[src/core/hoc_pkg.sv]
// holdover control and pll status register bank: shared constants
// assumes a byte-wide register port with word addresses as printed
package hoc_pkg;
	localparam int ADDR_W = 10;
	localparam int DATA_W = 8;
	localparam int NUM_EVT = 7;

	// register offsets
	localparam logic [9:0] OFF_REF_MON_CFG = 10'h01A;
	localparam logic [9:0] OFF_HOLD_CTRL = 10'h01D;
	localparam logic [9:0] OFF_PLL_STATUS = 10'h01F;
	localparam logic [9:0] OFF_IRQ_STATUS = 10'h020;
	localparam logic [9:0] OFF_IRQ_MASK = 10'h021;

	// holdover control fields
	localparam int HC_HOLD_EN_LO = 0;
	localparam int HC_EXT_HOLD = 1;
	localparam int HC_HOLD_EN_HI = 2;
	localparam int HC_LD_COMP_EN = 3;
	localparam int HC_STAT_DIS = 4;
	localparam logic [7:0] HC_WR_MASK = 8'h1F;
	localparam logic [7:0] HC_RESET = 8'h00;

	// reference monitor configuration fields
	localparam int RM_THR_SEL = 6;
	localparam logic [7:0] RM_WR_MASK = 8'h40;
	localparam logic [7:0] RM_RESET = 8'h00;

	// pll status fields
	localparam int ST_LOCK = 0;
	localparam int ST_FIRST_REFERENCE_INPUT_THR = 1;
	localparam int ST_SECOND_REFERENCE_INPUT_THR = 2;
	localparam int ST_VCO_THR = 3;
	localparam int ST_SECOND_REFERENCE_INPUT_SEL = 4;
	localparam int ST_HOLD_ACT = 5;
	localparam int ST_CAL_DONE = 6;

	// interrupt registers
	localparam logic [7:0] IRQ_MASK_RESET = 8'h00;
	localparam logic [7:0] IRQ_STATUS_RESET = 8'h00;
	localparam logic [7:0] RD_IDLE = 8'h00;

	// holdover controller states, one-hot
	typedef enum logic [2:0]
	{
		HOC_IDLE = 3'b001,
		HOC_ARMED = 3'b010,
		HOC_HOLD = 3'b100
	} hoc_hold_state_t;
endpackage

[src/core/hoc_hold_fsm.sv]
// holdover controller: automatic or pin-controlled holdover state
// assumes all inputs synchronous to sys_clk
`timescale 1ns/1ps
`default_nettype none
module hoc_hold_fsm
(
	input wire logic sys_clk,
	input wire logic rst_n,
	input wire logic clkEn,
	input wire logic holdEnable,
	input wire logic extHoldMode,
	input wire logic ldCompEnable,
	input wire logic lockDetectPin,
	input wire logic holdControlPin,
	input wire logic digitalLock,
	input wire logic refLost,
	output logic holdActive
);
	hoc_pkg::hoc_hold_state_t state_reg;
	hoc_pkg::hoc_hold_state_t state_next;
	logic ldGood;

	always_comb
	begin
		ldGood = ldCompEnable ? lockDetectPin : 1'b1;
		state_next = state_reg;
		if (!holdEnable)
			state_next = hoc_pkg::HOC_IDLE;
		else if (extHoldMode)
			state_next = holdControlPin ? hoc_pkg::HOC_HOLD : hoc_pkg::HOC_IDLE;
		else
		begin
			case (state_reg)
				hoc_pkg::HOC_IDLE:
					if (digitalLock && ldGood)
						state_next = hoc_pkg::HOC_ARMED;
				hoc_pkg::HOC_ARMED:
					if (refLost)
						state_next = hoc_pkg::HOC_HOLD;
					else if (!ldGood)
						state_next = hoc_pkg::HOC_IDLE;
				hoc_pkg::HOC_HOLD:
					if (!refLost)
						state_next = hoc_pkg::HOC_IDLE;
				default:
					state_next = hoc_pkg::HOC_IDLE;
			endcase
		end
	end

	always_ff @(posedge sys_clk or negedge rst_n)
	begin
		if (!rst_n)
			state_reg <= hoc_pkg::HOC_IDLE;
		else if (clkEn)
			state_reg <= state_next;
	end

	assign holdActive = (state_reg == hoc_pkg::HOC_HOLD);
endmodule
`default_nettype wire

[src/core/hoc_event_detect.sv]
// rising-edge event detector over the status bits
// assumes status bits synchronous to sys_clk
`timescale 1ns/1ps
`default_nettype none
module hoc_event_detect
(
	input wire logic sys_clk,
	input wire logic rst_n,
	input wire logic clkEn,
	input wire logic [hoc_pkg::NUM_EVT-1:0] statusIn,
	output logic [hoc_pkg::NUM_EVT-1:0] eventOut
);
	logic [hoc_pkg::NUM_EVT-1:0] prev_reg;
	logic [hoc_pkg::NUM_EVT-1:0] prev_next;

	genvar i;
	generate
		for (i = 0; i < hoc_pkg::NUM_EVT; i++)
		begin : g_edge
			assign eventOut[i] = clkEn & statusIn[i] & ~prev_reg[i];
		end
	endgenerate

	always_comb
	begin
		prev_next = statusIn;
	end

	always_ff @(posedge sys_clk or negedge rst_n)
	begin
		if (!rst_n)
			prev_reg <= '0;
		else if (clkEn)
			prev_reg <= prev_next;
	end
endmodule
`default_nettype wire

[src/core/hoc_regs.sv]
// holdover control and pll status register bank with interrupt
// assumes a synchronous byte register port, inputs synchronous to sys_clk
//
// Overview of operation
// - comparator off: lock-detect pin counts high
// - comparator on: pin decides earlier lock
// - holdover needs both enable bits set
// - external bit hands holdover to pin
// - status bit 6 shows calibration finished
// - status bit 5 shows holdover active
// - status bit 4 shows second reference, low while diffRefMode is high
// - status bit 3 shows vco above threshold
// - status bit 2 shows second reference threshold
// - status bit 1 shows first reference threshold
// - status bit 0 low when unlocked
// - disable bit blocks status readback
//
// Our own choice: the address-and-strobe port.
`timescale 1ns/1ps
`default_nettype none
module hoc_regs
(
	input wire logic sys_clk,
	input wire logic rst_n,
	input wire logic clkEn,
	input wire logic [hoc_pkg::ADDR_W-1:0] regAddr,
	input wire logic [hoc_pkg::DATA_W-1:0] regWrData,
	input wire logic regWrStb,
	input wire logic regRdStb,
	output logic [hoc_pkg::DATA_W-1:0] regRdData,
	input wire logic lockDetectPin,
	input wire logic holdControlPin,
	input wire logic vcoCalDone,
	input wire logic vcoAboveThr,
	input wire logic firstRefAboveThr,
	input wire logic secondRefAboveThr,
	input wire logic secondRefSelected,
	input wire logic diffRefMode,
	input wire logic digitalLock,
	input wire logic refLost,
	output logic holdoverActive,
	output logic holdoverEnabled,
	output logic externalHoldMode,
	output logic lockDetectCompEnable,
	output logic refThrSelect,
	output logic irq
);
	// address decode shared by read and write paths
	function automatic logic hit(input logic [9:0] a, input logic [9:0] off);
		hit = (a == off);
	endfunction

	// control registers
	logic [7:0] holdCtrl_reg;
	logic [7:0] holdCtrl_next;
	logic [7:0] refMonCfg_reg;
	logic [7:0] refMonCfg_next;
	logic [7:0] irqMask_reg;
	logic [7:0] irqMask_next;

	// status and interrupt state
	logic [7:0] status_reg;
	logic [7:0] status_next;
	logic [7:0] irqStatus_reg;
	logic [7:0] irqStatus_next;

	// read port
	logic [7:0] rdData_reg;
	logic [7:0] rdData_next;

	// output flops
	logic holdActOut_reg;
	logic holdActOut_next;
	logic holdEnOut_reg;
	logic holdEnOut_next;
	logic extOut_reg;
	logic extOut_next;
	logic ldCompOut_reg;
	logic ldCompOut_next;
	logic thrSelOut_reg;
	logic thrSelOut_next;
	logic irq_reg;
	logic irq_next;

	// internal nets
	logic holdEnable;
	logic holdActive;
	logic wrCtrl;
	logic wrRefMon;
	logic wrMask;
	logic rdIrqStat;
	logic [hoc_pkg::NUM_EVT-1:0] events;

	always_comb
	begin
		wrCtrl = regWrStb && hit(regAddr, hoc_pkg::OFF_HOLD_CTRL);
		wrRefMon = regWrStb && hit(regAddr, hoc_pkg::OFF_REF_MON_CFG);
		wrMask = regWrStb && hit(regAddr, hoc_pkg::OFF_IRQ_MASK);
		rdIrqStat = regRdStb && hit(regAddr, hoc_pkg::OFF_IRQ_STATUS);
		holdEnable = holdCtrl_reg[hoc_pkg::HC_HOLD_EN_HI]
			&& holdCtrl_reg[hoc_pkg::HC_HOLD_EN_LO];
	end

	// holdover controller
	hoc_hold_fsm u_hold
	(
		.sys_clk(sys_clk),
		.rst_n(rst_n),
		.clkEn(clkEn),
		.holdEnable(holdEnable),
		.extHoldMode(holdCtrl_reg[hoc_pkg::HC_EXT_HOLD]),
		.ldCompEnable(holdCtrl_reg[hoc_pkg::HC_LD_COMP_EN]),
		.lockDetectPin(lockDetectPin),
		.holdControlPin(holdControlPin),
		.digitalLock(digitalLock),
		.refLost(refLost),
		.holdActive(holdActive)
	);

	// control register group
	always_comb
	begin
		holdCtrl_next = holdCtrl_reg;
		refMonCfg_next = refMonCfg_reg;
		irqMask_next = irqMask_reg;
		if (wrCtrl)
			holdCtrl_next = regWrData & hoc_pkg::HC_WR_MASK;
		if (wrRefMon)
			refMonCfg_next = regWrData & hoc_pkg::RM_WR_MASK;
		if (wrMask)
			irqMask_next = regWrData;
	end

	always_ff @(posedge sys_clk or negedge rst_n)
	begin
		if (!rst_n)
		begin
			holdCtrl_reg <= hoc_pkg::HC_RESET;
			refMonCfg_reg <= hoc_pkg::RM_RESET;
			irqMask_reg <= hoc_pkg::IRQ_MASK_RESET;
		end
		else if (clkEn)
		begin
			holdCtrl_reg <= holdCtrl_next;
			refMonCfg_reg <= refMonCfg_next;
			irqMask_reg <= irqMask_next;
		end
	end

	// status sampling; no write path reaches it
	always_comb
	begin
		status_next = 8'h00;
		status_next[hoc_pkg::ST_CAL_DONE] = vcoCalDone;
		status_next[hoc_pkg::ST_HOLD_ACT] = holdActive;
		status_next[hoc_pkg::ST_SECOND_REFERENCE_INPUT_SEL] = secondRefSelected && !diffRefMode;
		status_next[hoc_pkg::ST_VCO_THR] = vcoAboveThr;
		status_next[hoc_pkg::ST_SECOND_REFERENCE_INPUT_THR] = secondRefAboveThr;
		status_next[hoc_pkg::ST_FIRST_REFERENCE_INPUT_THR] = firstRefAboveThr;
		status_next[hoc_pkg::ST_LOCK] = digitalLock;
	end

	always_ff @(posedge sys_clk or negedge rst_n)
	begin
		if (!rst_n)
			status_reg <= 8'h00;
		else if (clkEn)
			status_reg <= status_next;
	end

	// events from status edges
	hoc_event_detect u_evt
	(
		.sys_clk(sys_clk),
		.rst_n(rst_n),
		.clkEn(clkEn),
		.statusIn(status_reg[hoc_pkg::NUM_EVT-1:0]),
		.eventOut(events)
	);

	// sticky interrupt status, cleared by read, set wins
	always_comb
	begin
		irqStatus_next = irqStatus_reg;
		if (rdIrqStat)
			irqStatus_next = 8'h00;
		irqStatus_next[hoc_pkg::NUM_EVT-1:0] =
			irqStatus_next[hoc_pkg::NUM_EVT-1:0] | events;
		irq_next = |(irqStatus_next & irqMask_next);
	end

	always_ff @(posedge sys_clk or negedge rst_n)
	begin
		if (!rst_n)
		begin
			irqStatus_reg <= hoc_pkg::IRQ_STATUS_RESET;
			irq_reg <= 1'b0;
		end
		else if (clkEn)
		begin
			irqStatus_reg <= irqStatus_next;
			irq_reg <= irq_next;
		end
	end

	// read port: data stands only in the cycle after the strobe
	always_comb
	begin
		rdData_next = hoc_pkg::RD_IDLE;
		if (regRdStb)
		begin
			case (regAddr)
				hoc_pkg::OFF_HOLD_CTRL:
					rdData_next = holdCtrl_reg;
				hoc_pkg::OFF_REF_MON_CFG:
					rdData_next = refMonCfg_reg;
				hoc_pkg::OFF_PLL_STATUS:
					if (!holdCtrl_reg[hoc_pkg::HC_STAT_DIS])
						rdData_next = status_reg;
				hoc_pkg::OFF_IRQ_STATUS:
					rdData_next = irqStatus_reg;
				hoc_pkg::OFF_IRQ_MASK:
					rdData_next = irqMask_reg;
				default:
					rdData_next = hoc_pkg::RD_IDLE;
			endcase
		end
	end

	always_ff @(posedge sys_clk or negedge rst_n)
	begin
		if (!rst_n)
			rdData_reg <= hoc_pkg::RD_IDLE;
		else if (clkEn)
			rdData_reg <= rdData_next;
	end

	// registered copies of the control state for the pins
	always_comb
	begin
		holdActOut_next = holdActive;
		holdEnOut_next = holdEnable;
		extOut_next = holdCtrl_reg[hoc_pkg::HC_EXT_HOLD];
		ldCompOut_next = holdCtrl_reg[hoc_pkg::HC_LD_COMP_EN];
		thrSelOut_next = refMonCfg_reg[hoc_pkg::RM_THR_SEL];
	end

	always_ff @(posedge sys_clk or negedge rst_n)
	begin
		if (!rst_n)
		begin
			holdActOut_reg <= 1'b0;
			holdEnOut_reg <= 1'b0;
			extOut_reg <= 1'b0;
			ldCompOut_reg <= 1'b0;
			thrSelOut_reg <= 1'b0;
		end
		else if (clkEn)
		begin
			holdActOut_reg <= holdActOut_next;
			holdEnOut_reg <= holdEnOut_next;
			extOut_reg <= extOut_next;
			ldCompOut_reg <= ldCompOut_next;
			thrSelOut_reg <= thrSelOut_next;
		end
	end

	assign regRdData = rdData_reg;
	assign holdoverActive = holdActOut_reg;
	assign holdoverEnabled = holdEnOut_reg;
	assign externalHoldMode = extOut_reg;
	assign lockDetectCompEnable = ldCompOut_reg;
	assign refThrSelect = thrSelOut_reg;
	assign irq = irq_reg;
endmodule
`default_nettype wire

[config.mk]
export PLATFORM = sky130hd
export DESIGN_NAME = hoc_regs
export DESIGN_NICKNAME = d
export VERILOG_FILES = /design/src/core/hoc_pkg.sv /design/src/core/hoc_hold_fsm.sv /design/src/core/hoc_event_detect.sv /design/src/core/hoc_regs.sv
export SDC_FILE = /design/constraint.sdc
export NUM_CORES = 1
export LEC_CHECK = 0
export BUFFER_PORTS_ARGS = -buffer_cell sky130_fd_sc_hd__buf_2
export CAP_MARGIN = 20
export CORE_ASPECT_RATIO = 0.5
export CORE_MARGIN = 8
export CORE_UTILIZATION = 52
export CTS_BUF_LIST = sky130_fd_sc_hd__clkbuf_2
export CTS_CLUSTER_SIZE = 24
export DETAILED_ROUTE_END_ITERATION = 16
export PLACE_DENSITY = 0.9
export SYNTH_ARGS = -nofsm -noshare
export SYNTH_HDL_FRONTEND = slang
export SYNTH_SLANG_ARGS = --single-unit
[constraint.sdc]
create_clock -name sys_clk -period 1.6 [get_ports sys_clk]
set_input_delay 0.08 -clock sys_clk [delete_from_list [all_inputs] [get_ports sys_clk]]
set_output_delay 0.08 -clock sys_clk [all_outputs]
set_load 0.01 [all_outputs]
## After elaboration in Yosys (flattened, before gate mapping)

Cells that the tools add are included.

- Bits in registers: 53
- Output and inout port bits: 14
- Word-level logic and storage cells: 74

- Eq/ne operators: 11
- Muxes and demuxes: 14
- Bitwise gates (word level): 23
- Reduce and logical (&&, ||, !) cells: 12

Operators with widths:

| kind | number |
|---|---|
| case mux 8 bit (5 select lines) | 1 |
| == test 10 x 5 -> 1 bit (second input constant) | 3 |
| two-way mux 8 bit | 3 |
| two-way mux 3 bit | 7 |
| == test 10 x 6 -> 1 bit (second input constant) | 2 |
| bitwise AND 1 bit | 14 |
| case mux 3 bit (3 select lines) | 1 |
| bitwise AND 8 bit | 1 |
| != test 4 bit (second input constant) | 2 |
| OR reduction 8 bit | 1 |
| logical AND 1 bit | 7 |
| two-way mux 7 bit | 1 |
| inverter 1 bit | 7 |
| bitwise OR 7 bit | 1 |
| != test 5 bit (second input constant) | 1 |
| AND reduction 2 bit | 2 |
| AND reduction 4 bit | 1 |
| == test 3 x 1 -> 1 bit (second input constant) | 1 |
| == test 3 x 2 -> 1 bit (second input constant) | 1 |
| == test 3 bit (second input constant) | 1 |
| zero test 1 bit | 1 |
| two-way mux 1 bit | 1 |

## Depth between registers and ports, before layout

Gate-level depths: netlist of run 1.

- Depth after elaboration: 6
- Gate-level depth with buffers: 7
- Gate-level depth less buffers: 5

## Cells and area by module

Synthesis of run 1 repeated with hierarchy kept, for this count alone.

- Cells, all modules: 220
- Area, all modules: 2,758.9 um^2

By module, submodules not included:

| module | instances | cells each | area each (um^2) |
|---|---|---|---|
| hoc_regs | 1 | 174 | 2,182.1 |
| hoc_event_detect | 1 | 22 | 346.6 |
| hoc_hold_fsm | 1 | 24 | 230.2 |

## Worst setup path before layout of run 1

Ideal clock, no wire load.

- Path type: input to register
- Start: in regAddr[7] (netlist name)
- End: reg irq_reg (netlist: irq)
- Library setup time: 0.126 ns
- Data arrival time: 2.440 ns
- Data required time: 1.474 ns
- Setup slack: -0.966 ns
- Stages on the path: 6
- Cells stage by stage: or4b_1 > clkbuf_2 > nor4_2 > mux2_2 > a2111o_1 > o32a_1

- Cells in the longest elaborated chain, start to end: 6
- Elaborated cells between the ends (all ways): 9
- Classes of those cells: eq/ne: 2; mux: 2; bitwise: 2; reduce/logical: 3

Ends and longest elaborated chain:

| what | RTL line | RTL |
|---|---|---|
| start: declaration | hoc_regs.sv:26 | `input wire logic [hoc_pkg::ADDR_W-1:0] regAddr,` |
| == test 10 x 6 -> 1 bit | hoc_regs.sv:50 | `hit = (a == off);` |
| logical AND 1 bit | hoc_regs.sv:99 | `rdIrqStat = regRdStb && hit(regAddr, hoc_pkg::OFF_IRQ_STATUS);` |
| two-way mux 8 bit | hoc_regs.sv:185 | `if (rdIrqStat)` |
| bitwise OR 7 bit | hoc_regs.sv:188 | `irqStatus_next[hoc_pkg::NUM_EVT-1:0] \| events;` |
| bitwise AND 8 bit * | hoc_regs.sv:189 | `irq_next = \|(irqStatus_next & irqMask_next);` |
| OR reduction 8 bit * | hoc_regs.sv:189 |  |
| end signal: assignment | hoc_regs.sv:202 | `irq_reg <= irq_next;` |
| end: declaration | hoc_regs.sv:82 | `logic irq_reg;` |

Mark *: on every way between the ends. The rest lies on a longest branch, timed or not.
A chain may end at the register's enable or synchronous reset.

## Worst setup path in the final report of run 1

- Start: in regAddr[9] (netlist name)
- End: reg irq_reg (netlist: irq)

Same word-level chain as after synthesis.

==> results of run 1 <==
## power by group through the flow
stage                     Combinational (W)  Clock (W)  Sequential [W]
after floorplan                    0.000136          0         0.00142
after global placement             0.000285          0         0.00143
after detailed placement           0.000298          0         0.00143
after CTS                          0.000334   0.000687         0.00141
after global routing               0.000373   0.000738         0.00142
final                              0.000341   0.000675         0.00141
## per-layer routing
layer	routed length, µm	global-route usage, %
met1	3121	24.12
met2	3547	32.88
met3	673	4.662
met4	244	8.752
met5	0	0
## timing repair
| item | in CTS | in global routing |
|---|---|---|
| gates cloned | 0 | 0 |
| setup buffers | 0 | 1 |
| hold endpoints to repair | 71 | 0 |
| hold buffers | 16 | 0 |
| pin swaps | 1 | 1 |
| endpoints found under the setup margin | 4 | 4 |
| gates resized for setup | 5 | 5 |
## Yosys cell counts, drive strengths merged (2+ instances only)
master	n
a41oi	3
mux2i	13
nor4b	6
and3	2
nor4	3
clkbuf	13
a221oi	9
nand2	23
and2	3
o41ai	3
nand3	9
or4	2
o21ai	14
a21oi	8
nor2	15
mux2	21
o22ai	9
dfrtp	51
inv	23
a21o	3
## critical path, cell delays in order
cell,delay (ps)
buf_6,90
or4_4,550
buf_6,160
nor4_4,260
mux2_4,330
a2111o_1,380
o32a_1,290
## path summary, 6_finish.rpt
| path | slack [ps] | startpoint | end |
|---|---|---|---|
| max | -170 | regAddr[9] | irq |
| min | 20 | clkEn | u_evt.prev_reg[3] |
| max reg2reg | -160 | holdCtrl_reg[1] | u_hold.state_reg[2] |
| min reg2reg | 510 | u_evt.prev_reg[4] | irqStatus_reg[4] |
| max in group asynchronous | 970 | rst_n | regRdData[6] |
| min in group asynchronous | 100 | rst_n | holdCtrl_reg[2] |
## metrics by stage
step           setup slack, ps  TNS, ps  total power (W)  instances  hold slack (ps)
2_1_floorplan           -650.9    -3423         0.001557        249           -215.6
3_3_place_gp            -659.4    -6439         0.001712        389            40.41
3_5_place_dp            -696.5    -7946         0.001729        389            49.95
4_1_cts                 -148.6   -416.2         0.002430        413            8.610
5_1_grt                 -215.8   -795.4         0.002527        414            18.09
6_report                -165.3   -614.3         0.002427        414            18.42
## final cells by class
class | count | area share [%]
Timing Repair Buffer | 100 | 20.54
Clock buffer | 5 | 0.7233
Multi-Input combinational cell | 161 | 34.83
Tap cell | 70 | 2.532
Sequential cell | 52 | 37.65
Clock inverter | 3 | 1.230
Inverter | 23 | 2.495
## logic make-up after synthesis
group,Yosys count,share of synthesized area [%]
mux,34,14.29
simple gates,70,14.29
flops,52,50.78
buf+inv,36,5.317
compound gates,57,15.32
==> impl_results.md, run 1 <==
* Outcome: finished with violations
* Failing checks: setup timing
* Clk sinks at 52
* Setup CP Type: in2reg
* Setup slack after layout at -165.3 ps
* Worst R2R Path Depth at 5
* Seq/Total Area, Yosys at 50.78%
* Sequential cell area at 1303 µm²
* Final #Nets at 376
* Net Sw Power at 0.0006285 W
* GRT Total Usage at 19.72%
* Clock root cell: clkbuf_2
* First-pass GRT wire length at 11,730 µm
* Synthesized Nets at 282
* Slew @ Worst Pin at 458.8 ps
* Yosys top cell by area: dfrtp_1
* Worst EP arrival at 2130 ps
* Routed vias at 2,439
* Synth area leaders: dfrtp_1 (50%), mux2_2 (9.2%), mux2i_1 (5.1%)
* # DRC at 0
* Initial Util at 52.97%
* Crit path time final at 1765 ps
* I/O Buffers at 46
* RSZ-0062 raised after global routing: yes
* Static leakage at 1.602 nW
* Critical Path Sink Type: flip-flop
* Final worst-path cycle share at 110.3%
* Fillers at 309
* Mapped Avg Cell Area at 10.30 µm²
* Highest clock rate at 0.5665 GHz
* Synth top area share at 49.76%
* Multi-input logic area at 1205 µm²
* Number of synthesized flops with an enable pin at 0
* Placed Instance Area at 3168 µm²
* Clk buf depth at 2
* Final core occ at 71.45%
* Required time of the critical path at 1970 ps
* Pin count of the biggest net entering global routing at 34
* Die width at 115.3 µm
* Worst-Skew Late Latency at 430 ps
* Die area at 7572 µm²
* FP Rows at 18
* Core area at 4842 µm²
* Worst relative slew slack at 69.13%
* Mapped cell area at 2565 µm²
* Diodes inserted at 0
* Clock Power Share at 27.8%
* P per Cell Area at 701.5 nW/µm²
* Post-synth ARST share at 100.0%
* CTS tree: built
* Pre-Repair DR Iteration Count at 5
* Synth warn at 0
* Die Span Y at 65.66 µm
* Internal at 0.001798 W
* Comb power frac at 14.1%
* Fin Clk Skew at 24.23 ps
* DR iter-0 viols at 205
* Distinct cells, synth at 39
* Antenna viol nets, final at 0
* Seq pwr share at 58.1%
* Element type at the critical path start: input port
* Commonest non-fill, non-tap cells in the layout: dfrtp_1 (51), buf_2 (45), buf_4 (35)
* Switch share at 25.90%
* Final instance area at 3460 µm²
* Max_cap viols at 0
* Final hold vios at 0
* I/O Pins at 47
* Critical path peak fanout at 5
* Slew Limit Fails at 0
* Via density at 5.891
* Post-synthesis register bit count at 52
* DP HPWL at 5293 µm
* H-tree depth at 2
* RD Place Congestion at 0.9289
* Final WL at 7587 µm
* Main flop type after synthesis: dfrtp_1
* Hold Path Depth at 3
* Num CTS Buffers at 5
* Clock-pin slew on the worst setup and hold paths at 270 ps
* Area delta synth->final at 34.88%
* Post-Syn Instances at 249
* Fraction of layout cells with a size suffix above 1 at 36.34%
* GRT Residual Overflow at 0
* Hold crit path type: in2reg
* # setup viols final at 4
* Vias in the first global route at 2,417
* Maximum vdd drop at 0.4793 mV
* Most common cell after layout, fill and taps aside: dfrtp_1
* Initial antenna violation count at 0
* WL/cell at 18.33 µm
No activity file was read; power rests on OpenSTA's default activity.
==> run 2: changes to the inputs <==
--- a/config.mk
+++ b/config.mk
@@ -8,7 +8,6 @@
 export BUFFER_PORTS_ARGS = -buffer_cell sky130_fd_sc_hd__buf_2
 export CAP_MARGIN = 20
 export CORE_ASPECT_RATIO = 0.5
-export CORE_MARGIN = 8
 export CORE_UTILIZATION = 52
 export CTS_BUF_LIST = sky130_fd_sc_hd__clkbuf_2
 export CTS_CLUSTER_SIZE = 24
==> run 2 against run 1 <==
Against the previous run:
- the run still ends with setup timing left
- critical path depth did not move
- count of clock-buffer cells in the layout unchanged
- global-route usage rose by 14 points
- core utilization grew 4.1 points
- non-clock buffer count increased by 2
- worst setup slack better by 44 ps
- register-to-register slack improved by 60 ps
- clock skew up 8.7 ps
- wire length rose by 7.2%
- first-iteration DRC count up 21%
- die area is 31% lower
==> impl_results.md, run 2 (synthesis results as in run 1) <==
* Final worst-path cycle share at 107.6%
* Clock root cell: clkbuf_2
* I/O Pins at 47
* Antenna viol nets, final at 0
* Slew Limit Fails at 0
* Worst EP arrival at 2130 ps
* Comb power frac at 13.8%
* Vias in the first global route at 2,484
* Pre-Repair DR Iteration Count at 5
* Final hold vios at 0
* DR iter-0 viols at 248
* RD Place Congestion at 1.008
* Initial antenna violation count at 0
* Hold Path Depth at 4
* Seq pwr share at 56.2%
* Via density at 6.187
* Final WL at 8130 µm
* Sequential cell area at 1303 µm²
* Worst relative slew slack at 60.65%
* Diodes inserted at 0
* Area delta synth->final at 34.63%
* Fillers at 277
* # DRC at 0
* H-tree depth at 2
* Setup TNS Final at -394.6 ps
* DP HPWL at 5387 µm
* Routed vias at 2,549
* Internal at 0.001804 W
* Multi-input logic area at 1209 µm²
* # setup viols final at 4
* Num CTS Buffers at 5
* Maximum vdd drop at 0.5060 mV
* Pin count of the biggest net entering global routing at 28
* Fraction of layout cells with a size suffix above 1 at 36.42%
* Initial Util at 56.09%
* Critical path peak fanout at 4
* GRT Residual Overflow at 0
* Crit path time final at 1721 ps
* R2r setup slk at -100 ps
* First-pass GRT wire length at 12,560 µm
* Critical Path Sink Type: flip-flop
* Switch share at 28.43%
* Commonest non-fill, non-tap cells in the layout: dfrtp_1 (51), buf_2 (46), buf_4 (36)
* Hold wc startpoint: regWrStb
* GRT Total Usage at 33.35%
* Slew @ Worst Pin at 590.2 ps
* Static leakage at 1.605 nW
* Hold crit path type: in2reg
* Clk sinks at 52
* Fin Clk Skew at 32.93 ps
* Most common cell after layout, fill and taps aside: dfrtp_1
* Setup CP Type: in2reg
* Net Sw Power at 0.0007164 W
* Core area at 4573 µm²
* Reg-to-reg startpoint: holdCtrl_reg[1]
* Element type at the critical path start: input port
* Setup slack after layout at -121.0 ps
* Clk buf depth at 2
* Highest clock rate at 0.5811 GHz
* CTS tree: built
* RR Endpoint: u_hold.state_reg[2]
* FP Rows at 17
* Final #Nets at 378
* P per Cell Area at 729.8 nW/µm²
* Fin cells at 412
* Hold Worst Slack at 34.92 ps
* Worst-Skew Late Latency at 520 ps
* Die area at 5234 µm²
* Clock-pin slew on the worst setup and hold paths at 270 ps
* Required time of the critical path at 2010 ps
* Die width at 101.3 µm
* WL/cell at 19.73 µm
* Worst R2R Path Depth at 5
* RSZ-0062 raised after global routing: yes
* Failing checks: setup timing
* Outcome: finished with violations
* Die Span Y at 51.66 µm
* Post-CTS Setup Inserts at 0
* I/O Buffers at 46
* Hold Path End: irqMask_reg[1]
* Max_cap viols at 0
* Clock Power Share at 29.9%
* Post-placement cell count at 385
* Post-Place Setup Slack at -791.3 ps
run 2: cell count changes in the layout (fill, tap and decap cells not counted), sizes merged:
cell	before	now
buf	84	83
clkinv	1	0
dlygate4sd3	16	19
inv	23	24
run 2: what timing repair did:
action | 4_1_cts | 5_1_grt
resized for setup | 7 | 4
endpoints found under the setup margin | 4 | 4
pin swaps | 5 | 1
hold buffers | 17 | 2
hold endpoints to repair | 46 | 2
run 2: stage by stage:
step,utilization [%],area [µm²],power [W]
CTS,74.61,3412,0.002466
floorplan,-,2606,0.001557
finish,75.51,3453,0.002520
global placement,68.62,3138,0.001701
global route,75.51,3453,0.002596
detailed placement,68.62,3138,0.001721
run 2: power groups by stage:
stage | registers, W | logic, W | clock network, W
3_3_place_gp | 0.00143 | 0.000274 | 0
5_1_grt | 0.00142 | 0.000379 | 0.000795
6_report | 0.00142 | 0.000349 | 0.000754
4_1_cts | 0.00141 | 0.000330 | 0.000727
3_5_place_dp | 0.00143 | 0.000290 | 0
2_1_floorplan | 0.00142 | 0.000136 | 0
run 2: per-layer routing:
| metal | share of wire (%) | GRT usage, % | vias up | wire, µm |
|---|---|---|---|---|
| met5 | 0 | 0 | - | 0 |
| met4 | 5.4 | 18.12 | 0 | 439 |
| met3 | 10 | 8.871 | 52 | 846 |
| met2 | 45 | 56.01 | 182 | 3694 |
| met1 | 39 | 40.04 | 1222 | 3149 |
| li1 | - | - | 1093 | - |
run 2: worst max-delay path by stage:
stage | to | slack (ps) | cells after the start | startpoint
2_1_floorplan | irq | -650 | 6 | regAddr[1]
3_3_place_gp | irq | -720 | 6 | regAddr[1]
3_5_place_dp | irq | -790 | 6 | regAddr[1]
4_1_cts | u_hold.state_reg[2] | -130 | 5 | holdCtrl_reg[1]
5_1_grt | u_hold.state_reg[1] | -150 | 5 | holdCtrl_reg[1]
6_report | irq | -120 | 7 | regAddr[7]
run 2: final cells by class:
type,instances,area share (%)
inverters,23,2.500
repair buffers,102,20.33
clock inverters,3,1.341
multi-input cells,161,35.00
clock buffers,5,0.7246
well taps,66,2.391
flip-flops and latches,52,37.72
run 2: critical path, cell delays in order:
cell	delay [ps]
buf_2	110
or4b_4	590
buf_4	180
o41ai_2	360
a221oi_1	150
a2111o_1	380
o32a_1	290
==> run 3: changes to the inputs <==
--- a/config.mk
+++ b/config.mk
@@ -12,6 +12,7 @@
 export CTS_BUF_LIST = sky130_fd_sc_hd__clkbuf_2
 export CTS_CLUSTER_SIZE = 24
 export DETAILED_ROUTE_END_ITERATION = 16
+export GPL_TIMING_DRIVEN = 0
 export PLACE_DENSITY = 0.9
 export SYNTH_ARGS = -nofsm -noshare
 export SYNTH_HDL_FRONTEND = slang
==> run 3 against run 2 <==
Against the previous run:
- the flow still finishes with violations (setup timing)
- fmax decreased by 5.2%
- worst setup slack got worse by 94 ps
- critical path depth decreased by 1
- cell count decreased by 3.9%
- core utilization decreased by 1.5 points
- count of clock-buffer cells in the layout unchanged
- combinational power decreased by 2%
- global-route usage decreased by 1.9 points
- non-clock buffer count decreased by 16
- register-to-register slack got worse by 70 ps
==> impl_results.md, run 3 (synthesis results as in run 1) <==
* Outcome: finished with violations
* Failing checks: setup timing
* Placed Instance Area at 2909 µm²
* I/O Buffers at 44
* Via density at 6.573
* Fillers at 268
* Crit path time final at 1815 ps
* Static leakage at 1.525 nW
* Post-Place Setup Slack at -958.8 ps
* Clock root cell: clkbuf_2
* P per Cell Area at 725.3 nW/µm²
* Worst-Skew Late Latency at 460 ps
* Clk buf depth at 2
* Multi-input logic area at 1260 µm²
* Sequential cell area at 1303 µm²
* Final hold vios at 0
* Critical path peak fanout at 5
* Routed vias at 2,603
* RR Endpoint: u_hold.state_reg[2]
* Vias in the first global route at 2,387
* # setup viols final at 6
* Area delta synth->final at 32.05%
* GRT Total Usage at 31.50%
* Worst R2R Path Depth at 5
* Final worst-path cycle share at 113.4%
* Total power at 0.002457 W
* Initial antenna violation count at 0
* Final core occ at 74.06%
* Pre-Repair DR Iteration Count at 5
* Fin Clk Skew at 17.45 ps
* R2r setup slk at -170 ps
* WL/cell at 20.56 µm
* Final WL at 8141 µm
* CTS tree: built
* Pin count of the biggest net entering global routing at 53
* Final instance area at 3387 µm²
* Element type at the critical path start: input port
* Num CTS Buffers at 5
* Antenna viol nets, final at 0
* GRT Residual Overflow at 0
* DR iter-0 viols at 262
* Max_cap viols at 0
* Slew @ Worst Pin at 757.0 ps
* Hold crit path type: in2async
* Worst relative slew slack at 49.53%
* Setup slack after layout at -214.8 ps
* Most common cell after layout, fill and taps aside: dfrtp_1
* Initial Util at 56.09%
* Die width at 101.3 µm
* Worst EP arrival at 2200 ps
* Diodes inserted at 0
* FP Rows at 17
* DP HPWL at 4849 µm
* Required time of the critical path at 1980 ps
* Reg-to-reg startpoint: holdCtrl_reg[1]
* H-tree depth at 2
* First-pass GRT wire length at 12,030 µm
* Slew Limit Fails at 0
* Critical Path Sink Type: flip-flop
* # DRC at 0
* Setup CP Type: in2reg
* RSZ-0062 raised after global routing: yes
* Commonest non-fill, non-tap cells in the layout: dfrtp_1 (51), buf_2 (41), nand2_1 (23), inv_1 (23), dlygate4sd3_1 (23)
* Final #Nets at 362
* Highest clock rate at 0.5510 GHz
* Core area at 4573 µm²
* Clock-pin slew on the worst setup and hold paths at 280 ps
* Die area at 5234 µm²
* Clk sinks at 52
* Maximum vdd drop at 0.4240 mV
* Setup TNS Final at -659.1 ps
* Die Span Y at 51.66 µm
* RD Place Congestion at 0.9366
* I/O Pins at 47
* Fraction of layout cells with a size suffix above 1 at 30.91%
-- run 3: metal layers --
| layer | up-vias | routed length (µm) | global-route usage [%] |
|---|---|---|---|
| met5 | - | 0 | 0 |
| met4 | 0 | 513 | 14.25 |
| met3 | 67 | 931 | 7.796 |
| met2 | 226 | 3553 | 47.96 |
| met1 | 1237 | 3143 | 43.07 |
| li1 | 1073 | - | - |
-- run 3: report_power, final --
group          leakage, nW  switching (W)  internal [W]
clock network       0.0406       0.000435      0.000262
registers            0.646      0.0000483       0.00137
logic                0.839       0.000186      0.000155
-- run 3: through the flow --
step	hold slack (ps)	instances
6_report	103.5	396
4_1_cts	23.57	393
5_1_grt	73.53	396
2_1_floorplan	-215.6	249
3_5_place_dp	273.2	359
3_3_place_gp	264.7	359
-- run 3: cell type report --
type / instances / area share, %
plain buffers: 10 / 1.145
clock buffers: 5 / 0.7388
clock inverters: 3 / 1.256
inverters: 23 / 2.549
multi-input cells: 161 / 37.20
flip-flops and latches: 52 / 38.46
well taps: 66 / 2.438
repair buffers: 76 / 16.22
-- run 3: worst max path at each step --
stage                    start             endpoint  slack, ps  cells after the start
2_1_floorplan       regAddr[1]                  irq       -650                      6
3_3_place_gp        regAddr[1]                  irq       -920                      7
3_5_place_dp        regAddr[1]                  irq       -960                      7
4_1_cts             regAddr[7]                  irq       -310                      7
5_1_grt        holdCtrl_reg[0]  u_hold.state_reg[2]       -190                      5
6_report            regAddr[6]                  irq       -210                      6
-- run 3: repair_timing --
item	4_1_cts	5_1_grt
gates resized for setup	14	9
endpoints found under the hold margin	75	1
setup buffers	6	2
pin swaps	10	7
hold buffers	21	2
endpoints found under the setup margin	12	19
-- run 3: worst max-delay path, stage by stage --
cell	delay (ps)
buf_6	100
or4b_4	590
or4_4	530
o2bb2ai_2	140
a2111o_1	450
o32a_1	300
